**src/bdst_pkg.sv**
```systemverilog
/*
 * Package for the background debug sync responder: timing counts, states.
 * Assumes a 125 MHz system clock standing in for the oscillator-derived
 * clock.
 */
package bdst_pkg;
   // -----------------------------------------------------------------
   // Timing
   // -----------------------------------------------------------------
   localparam int unsigned SYS_CLK_MHZ = 125;
   localparam int unsigned DBG_CLK_DIV = 8;
   localparam int unsigned DLY_DBG_CYC = 16;
   localparam int unsigned RSP_DBG_CYC = 128;
   localparam int unsigned SPD_DBG_CYC = 1;
   localparam int unsigned REQ_DBG_CYC = 128;
   localparam int unsigned BIT_DBG_CYC = 16;
   localparam int unsigned CNT_W = 12;
   localparam int unsigned SYNC_STAGES = 2;

   // -----------------------------------------------------------------
   // States
   // -----------------------------------------------------------------
   typedef enum logic [2:0] {
      ST_IDLE = 3'b000,
      ST_WAIT_HIGH = 3'b001,
      ST_DELAY = 3'b010,
      ST_DRIVE_LOW = 3'b011,
      ST_SPEEDUP = 3'b100
   } bdst_state_t;
endpackage : bdst_pkg

```
**src/bdst_clkdiv.sv**
```systemverilog
/*
 * Debug serial clock divider: one-cycle tick every DIV system clocks.
 * Assumes a single system clock and synchronous active-low reset.
 */
`timescale 1ns/1ps
`default_nettype none
module bdst_clkdiv
   import bdst_pkg::*;
#(
   parameter int unsigned DIV = DBG_CLK_DIV
) (
   // Clock and reset
   input wire logic sys_clk_i,
   input wire logic resetn_i,
   // Tick out
   output logic tick_o
);
   logic [$clog2(DIV)-1:0] cnt_ff;
   wire wrap = (cnt_ff == ($clog2(DIV))'(DIV - 1));

   always_ff @(posedge sys_clk_i) begin
      if (!resetn_i) begin
         cnt_ff <= '0;
      end else if (wrap) begin
         cnt_ff <= '0;
      end else begin
         cnt_ff <= cnt_ff + 1'b1;
      end
   end

   assign tick_o = wrap;
endmodule : bdst_clkdiv
`default_nettype wire

```
**src/bdst_sync_resp.sv**
```systemverilog
/*
 * Target-side sync responder of the one-wire background debug link, plus
 * the single-step sequencing handshake toward the core.
 * Assumes the debug line wire is resolved outside from the output enable
 * (open drain with pull-up plus active-high speedup of one debug tick, 8 clocks), and that
 * the command receiver and core sit beside this block on sys_clk_i.
 */
`timescale 1ns/1ps
`default_nettype none
module bdst_sync_resp
   import bdst_pkg::*;
#(
   parameter int unsigned REQ_CYC = BIT_DBG_CYC,
   parameter int unsigned RSP_CYC = RSP_DBG_CYC,
   parameter int unsigned DLY_CYC = DLY_DBG_CYC
) (
   // Clock and reset
   input wire logic sys_clk_i,
   input wire logic resetn_i,
   // Debug line
   input wire logic debug_line_i,
   output logic debug_line_o,
   output logic debug_line_oe_o,
   // Receiver side
   input wire logic ack_pending_i,
   output logic rx_soft_reset_o,
   output logic ack_cancel_o,
   output logic cmd_edge_o,
   output logic sync_busy_o,
   // Single step
   input wire logic background_debug_mode_i,
   input wire logic single_step_command_i,
   input wire logic instr_done_i,
   output logic user_run_o,
   output logic step_active_o
);
   // -----------------------------------------------------------------
   // Line synchroniser and debug tick
   // -----------------------------------------------------------------
   logic sync1_ff;
   logic sync2_ff;
   logic line_d_ff;
   logic tick;

   always_ff @(posedge sys_clk_i) begin
      if (!resetn_i) begin
         sync1_ff <= 1'b1;
         sync2_ff <= 1'b1;
         line_d_ff <= 1'b1;
      end else begin
         sync1_ff <= debug_line_i;
         sync2_ff <= sync1_ff;
         line_d_ff <= sync2_ff;
      end
   end

   bdst_clkdiv #(.DIV(DBG_CLK_DIV)) u_div (
      .sys_clk_i(sys_clk_i),
      .resetn_i(resetn_i),
      .tick_o(tick)
   );

   // -----------------------------------------------------------------
   // Sequencer
   // -----------------------------------------------------------------
   bdst_state_t st_ff;
   bdst_state_t nxt_st;
   logic [CNT_W-1:0] low_cnt_ff;
   logic [CNT_W-1:0] cnt_ff;
   logic [CNT_W-1:0] nxt_cnt;
   logic oe_ff;
   logic dout_ff;
   logic nxt_oe;
   logic nxt_dout;

   wire line_low = ~sync2_ff;
   wire fall = line_d_ff & ~sync2_ff;
   wire is_idle = (st_ff == ST_IDLE);
   // Low for REQ_CYC debug ticks, by default BIT_DBG_CYC, which is one bit time
   wire req_hit = is_idle & line_low & tick &
      (low_cnt_ff == CNT_W'(REQ_CYC - 1));
   wire cnt_last_dly = (cnt_ff == CNT_W'(DLY_CYC - 1));
   wire cnt_last_rsp = (cnt_ff == CNT_W'(RSP_CYC - 1));
   wire cnt_last_spd = (cnt_ff == CNT_W'(SPD_DBG_CYC - 1));

   always_ff @(posedge sys_clk_i) begin
      if (!resetn_i) begin
         low_cnt_ff <= '0;
      end else if (!line_low || !is_idle) begin
         low_cnt_ff <= '0;
      end else if (tick && low_cnt_ff != CNT_W'(REQ_CYC - 1)) begin
         low_cnt_ff <= low_cnt_ff + 1'b1;
      end
   end

   always_comb begin
      nxt_st = st_ff;
      nxt_cnt = cnt_ff;
      nxt_oe = 1'b0;
      nxt_dout = 1'b0;
      case (st_ff)
         ST_IDLE: begin
            nxt_cnt = '0;
            if (req_hit) begin
               nxt_st = ST_WAIT_HIGH;
            end
         end
         ST_WAIT_HIGH: begin
            nxt_cnt = '0;
            if (!line_low) begin
               nxt_st = ST_DELAY;
            end
         end
         ST_DELAY: begin
            if (tick) begin
               if (cnt_last_dly) begin
                  nxt_st = ST_DRIVE_LOW;
                  nxt_cnt = '0;
                  nxt_oe = 1'b1;
               end else begin
                  nxt_cnt = cnt_ff + 1'b1;
               end
            end
         end
         ST_DRIVE_LOW: begin
            nxt_oe = 1'b1;
            if (tick) begin
               if (cnt_last_rsp) begin
                  nxt_st = ST_SPEEDUP;
                  nxt_cnt = '0;
                  nxt_dout = 1'b1;
               end else begin
                  nxt_cnt = cnt_ff + 1'b1;
               end
            end
         end
         ST_SPEEDUP: begin
            nxt_oe = 1'b1;
            nxt_dout = 1'b1;
            if (tick && cnt_last_spd) begin
               nxt_st = ST_IDLE;
               nxt_oe = 1'b0;
               nxt_dout = 1'b0;
               nxt_cnt = '0;
            end
         end
         default: begin
            nxt_st = ST_IDLE;
            nxt_cnt = '0;
         end
      endcase
   end

   always_ff @(posedge sys_clk_i) begin
      if (!resetn_i) begin
         st_ff <= ST_IDLE;
         cnt_ff <= '0;
         oe_ff <= 1'b0;
         dout_ff <= 1'b0;
      end else begin
         st_ff <= nxt_st;
         cnt_ff <= nxt_cnt;
         oe_ff <= nxt_oe;
         dout_ff <= nxt_dout;
      end
   end

   assign debug_line_o = dout_ff;
   assign debug_line_oe_o = oe_ff;
   // Soft reset of the receiver, same as a time-out
   assign rx_soft_reset_o = req_hit;
   assign ack_cancel_o = req_hit & ack_pending_i;
   assign cmd_edge_o = is_idle & fall;
   assign sync_busy_o = ~is_idle;

   // -----------------------------------------------------------------
   // Single-step sequencing
   // -----------------------------------------------------------------
   logic step_ff;

   always_ff @(posedge sys_clk_i) begin
      if (!resetn_i) begin
         step_ff <= 1'b0;
      end else if (step_ff && instr_done_i) begin
         step_ff <= 1'b0;
      end else if (!step_ff && single_step_command_i &&
                   background_debug_mode_i) begin
         step_ff <= 1'b1;
      end
   end

   assign user_run_o = step_ff;
   assign step_active_o = step_ff;
endmodule : bdst_sync_resp
`default_nettype wire

```
**config.mk**
```make
export PLATFORM = sky130hd
export DESIGN_NAME = bdst_sync_resp
export DESIGN_NICKNAME = d
export VERILOG_FILES = /design/src/bdst_pkg.sv /design/src/bdst_clkdiv.sv /design/src/bdst_sync_resp.sv
export SDC_FILE = /design/constraint.sdc
export NUM_CORES = 1
export LEC_CHECK = 0
export ABC_AREA = 1
export BUFFER_PORTS_ARGS = -buffer_cell sky130_fd_sc_hd__buf_2
export CAP_MARGIN = 15
export CELL_PAD_IN_SITES_DETAIL_PLACEMENT = 0
export CELL_PAD_IN_SITES_GLOBAL_PLACEMENT = 1
export CORE_UTILIZATION = 43
export CTS_CLUSTER_DIAMETER = 30
export DETAILED_ROUTE_END_ITERATION = 10
export PLACE_DENSITY_LB_ADDON = 0.1
export SETUP_SLACK_MARGIN = 0.2
export SLEW_MARGIN = 0
export SYNTH_ARGS = -nofsm -noshare
export SYNTH_HDL_FRONTEND = slang
export SYNTH_SLANG_ARGS = --single-unit
```
**constraint.sdc**
```tcl
create_clock -name sys_clk_i -period 1.92 [get_ports sys_clk_i]
set_input_delay 0.192 -clock sys_clk_i [delete_from_list [all_inputs] [get_ports sys_clk_i]]
set_output_delay 0.192 -clock sys_clk_i [all_outputs]
set_load 0.01 [all_outputs]
```
==> reports/qor.tcl <==
set qor(critical-path-max-stage-delay_ps) 360
set qor(gr_met3_demand_resource) 0.0342
set qor(drv_cap) 0
set qor(clk_tree_root_cell) {sky130_fd_sc_hd__clkbuf_8}
set qor(final-setup-viol-count) 0
set qor(grt_pass1_vias) 1777
set qor(synth_area_leaders) {sky130_fd_sc_hd__dfxtp_1 35%, sky130_fd_sc_hd__nand2_1 12%, sky130_fd_sc_hd__inv_1 7.3%}
set qor(rr_startpoint) {u_div.cnt_ff[0]}
set qor(wl_per_cell_um) 12.3
set qor(timing.final.crit_share) 0.891
set qor(cts_buffers) 5
set qor(die_ar_mm2) 0.00506
set qor(groute.layer.met1.usage) 0.290
set qor(timing.final.max_slew_violations) 0
set qor(yosysTopAreaCell) {sky130_fd_sc_hd__dfxtp_1}
set qor(route.antenna.remaining_nets) 0
set qor(worstSetupStartpointType) {flip-flop}
set qor(cp_data_arrival_time_ps) 1520
set qor(grt_first_pass_wirelength_um) 8080
set qor(numPlacedInstances) 368
set qor(route.vias.total) 1949
set qor(grt_start_max_net_pins) 16
set qor(fin_nets) 346
set qor(port_buffers) 14
set qor(cts_tree) {done}
set qor(drt_first_iter_violations) 146
set qor(gp_routability_congestion) 0.814
set qor(status) {finished with violations}
set qor(time_the_worst_path_needs_with_i_o_delays_and_setup_ps) 1710
set qor(placement.cell_area_mm2) 0.00219
set qor(total_power_per_unit_cell_area_mw_per_mm2) 945
set qor(clk_path_buf_depth) 2
set qor(starting_density_of_the_core) 0.459
set qor(min_delay_worst_endpoint) {step_active_o}
set qor(post_route_cells_drive_above_1_share) 0.251
set qor(synthesis.area_mm2) 0.00206
set qor(leakagePower_nw) 1.07
set qor(dp_hpwl_um) 3410
set qor(postSynthNetCount) 314
set qor(cts.clk_slew.worst_paths_ps) 80
set qor(gr-usage-met2) 0.299
set qor(holdCritPathClass) {primary input to flip-flop}
set qor(final_cells) 387
set qor(maximum_fanout_count_along_the_critical_path) 3
set qor(floorplan.core_area_mm2) 0.00447
set qor(rr_worst_depth) 10
set qor(async_set_or_reset_register_ratio_after_synthesis) 0
set qor(synth-main-ff-cell) {sky130_fd_sc_hd__dfxtp_1}
set qor(worstReg2RegEnd) {cnt_ff[4]}
set qor(cts-htree-levels) 2
set qor(synth-seq-area-share) 0.351
set qor(synth_top_cells_by_count) {66 x sky130_fd_sc_hd__nand2_1, 40 x sky130_fd_sc_hd__inv_1, 40 x sky130_fd_sc_hd__nor2_1}
set qor(path_cells) {ha_4, ha_4, inv_6, buf_6, nor2_4, inv_2, nor3b_2, buf_2}
set qor(wl_um) 4770
set qor(synth_top_cell_area_share) 0.351
set qor(synth.ff_latch_count) 36
set qor(synth_enable_flop_cells) 0
set qor(hold_start) {instr_done_i}
set qor(syn2layout_area_growth_pct) 24.0
set qor(detailedRoute.firstPassIterationCount) 11
set qor(synth.most_common_cell) {sky130_fd_sc_hd__nand2_1}
set qor(final-hold-violation-count) 0
set qor(drc) 1
set qor(synthesis.instances) 302
set qor(p_total_mw) 2.41
set qor(antenna_found_initial) 0
set qor(die_w_um) 71.1
set qor(final_design_area_no_fill_mm2) 0.00255
set qor(hold_fix_buffer_count_after_cts) 0
set qor(globalRoute.busiestLayer) {met2}
set qor(fin_skew_ps) 4.88
set qor(synth_cell_types) 33
set qor(timing.fmax_ghz) 0.585
set qor(gr-total-overflow) 0
set qor(peakVddDrop_v) 0.000382
set qor(slowest_cp_cell) {sky130_fd_sc_hd__dfxtp_2}
set qor(crit_path_frequent_cell) {sky130_fd_sc_hd__ha_4}
set qor(numClockSinks) 36
set qor(std_cell_rows) 24
set qor(synthesis.area_per_instance_um2) 6.81
set qor(min_path_cells) 2
set qor(grt_setup_unrepaired) {true}
set qor(worstMarginPinSlew_ps) 385
set qor(global_route.usage.total) 0.201
set qor(synth_warnings) 0
set qor(worstSkewPairLatency_ps) 290
set qor(end_kind) {output port}
set qor(regToRegSetupSlack_ps) 270
set qor(vias_per_cell) 5.04
set qor(failing_checks) {design-rule violations}
set qor(fp.dieH_um) 71.1
set qor(io_pins) 15
set qor(worst-endpoint-required_ps) 1730
set qor(category_of_the_critical_setup_timing_path) {flip-flop to output port}
set qor(slew_headroom) 0.742
set qor(antennaDiodeCount) 0
## cell usage in the layout, fill, tap and decap left out, types with 3 or more instances in the layout
cell type	count
sky130_fd_sc_hd__nand2_1	65
sky130_fd_sc_hd__inv_1	38
sky130_fd_sc_hd__nor2_1	38
sky130_fd_sc_hd__dfxtp_1	30
sky130_fd_sc_hd__nand3_1	23
sky130_fd_sc_hd__a21oi_1	18
sky130_fd_sc_hd__buf_2	14
sky130_fd_sc_hd__buf_4	13
sky130_fd_sc_hd__nor3_1	9
sky130_fd_sc_hd__nand2_4	7
sky130_fd_sc_hd__o21ai_0	7
sky130_fd_sc_hd__clkbuf_8	7
sky130_fd_sc_hd__xor2_1	6
sky130_fd_sc_hd__dfxtp_2	6
sky130_fd_sc_hd__o21ai_1	5
sky130_fd_sc_hd__nor3_2	4
sky130_fd_sc_hd__nor2_4	3
sky130_fd_sc_hd__nand3_2	3
sky130_fd_sc_hd__inv_2	3
sky130_fd_sc_hd__nor2_2	3
sky130_fd_sc_hd__a21oi_2	3
sky130_fd_sc_hd__ha_4	3
## final cells by class
type / instances / area (um^2)
fillers: 424 / 1930
clock buffers: 7 / 96.3
well taps: 52 / 65.1
flip-flops and latches: 36 / 728
repair buffers: 30 / 210
inverters: 44 / 170
clock inverters: 1 / 30.0
multi-input cells: 217 / 1250
## what timing repair did
action                                  in CTS  in global routing
gates cloned                                 0                  0
setup buffers                                2                  9
gates resized for setup                     19                 16
endpoints found under the setup margin      25                 25
pin swaps                                    5                 10
## through the flow
stage               setup TNS (ps)  utilization  hold slack, ps  worst slack, ps
floorplan                        0            -             292              337
global placement                 0        0.490             378             75.1
detailed placement           -12.2        0.490             382            -12.2
CTS                              0        0.537            69.3              154
global route                     0        0.570            81.5              123
finish                           0        0.570            78.6              210
## critical path, delay by kind of cell, from the launching register on
| kind | cells | cell delay [ps] |
|---|---|---|
| simple gates | 2 | 230 |
| fa+ha+maj | 2 | 290 |
| buf+inv | 4 | 340 |
| flops | 1 | 360 |
## flip-flops by register name, summed over array words and instances (netlist names)
signal / flops
cnt_ff: 12
sync1_ff: 1
sync2_ff: 1
debug_line_oe_o: 1
st_ff: 3
line_d_ff: 1
debug_line_o: 1
low_cnt_ff: 12
step_active_o: 1
u_div.cnt_ff: 3
## worst max path at each step
stage / startpoint / endpoint / slack (ps) / cells after the start
after floorplan: u_div.cnt_ff[0] / cnt_ff[3] / 340 / 10
after CTS: low_cnt_ff[11] / low_cnt_ff[1] / 150 / 7
after detailed placement: u_div.cnt_ff[0] / low_cnt_ff[1] / -10 / 7
after global placement: u_div.cnt_ff[0] / low_cnt_ff[1] / 80 / 7
final: u_div.cnt_ff[0] / ack_cancel_o / 210 / 8
after global routing: low_cnt_ff[3] / ack_cancel_o / 120 / 5
## cells by family after synthesis
kind of cell             synth area share
AND/OR/NAND/NOR                     0.369
buffers and inverters              0.0980
AO/OA/AOI/OAI                       0.127
flip-flops                          0.351
XOR/XNOR                           0.0256
adder cells (fa/ha/maj)            0.0304
## per-layer routing
metal	routed length, um	up-vias
li1	-	1042
met1	2540	859
met2	1990	44
met3	200	4
met4	44	0
met5	0	-
## where the power goes
part	switching [mW]	total (mW)	internal (mW)
clock	0.279	0.737	0.458
combinational	0.489	0.793	0.304
sequential	0.0754	0.878	0.802
Power figures use the tool's default switching activity.
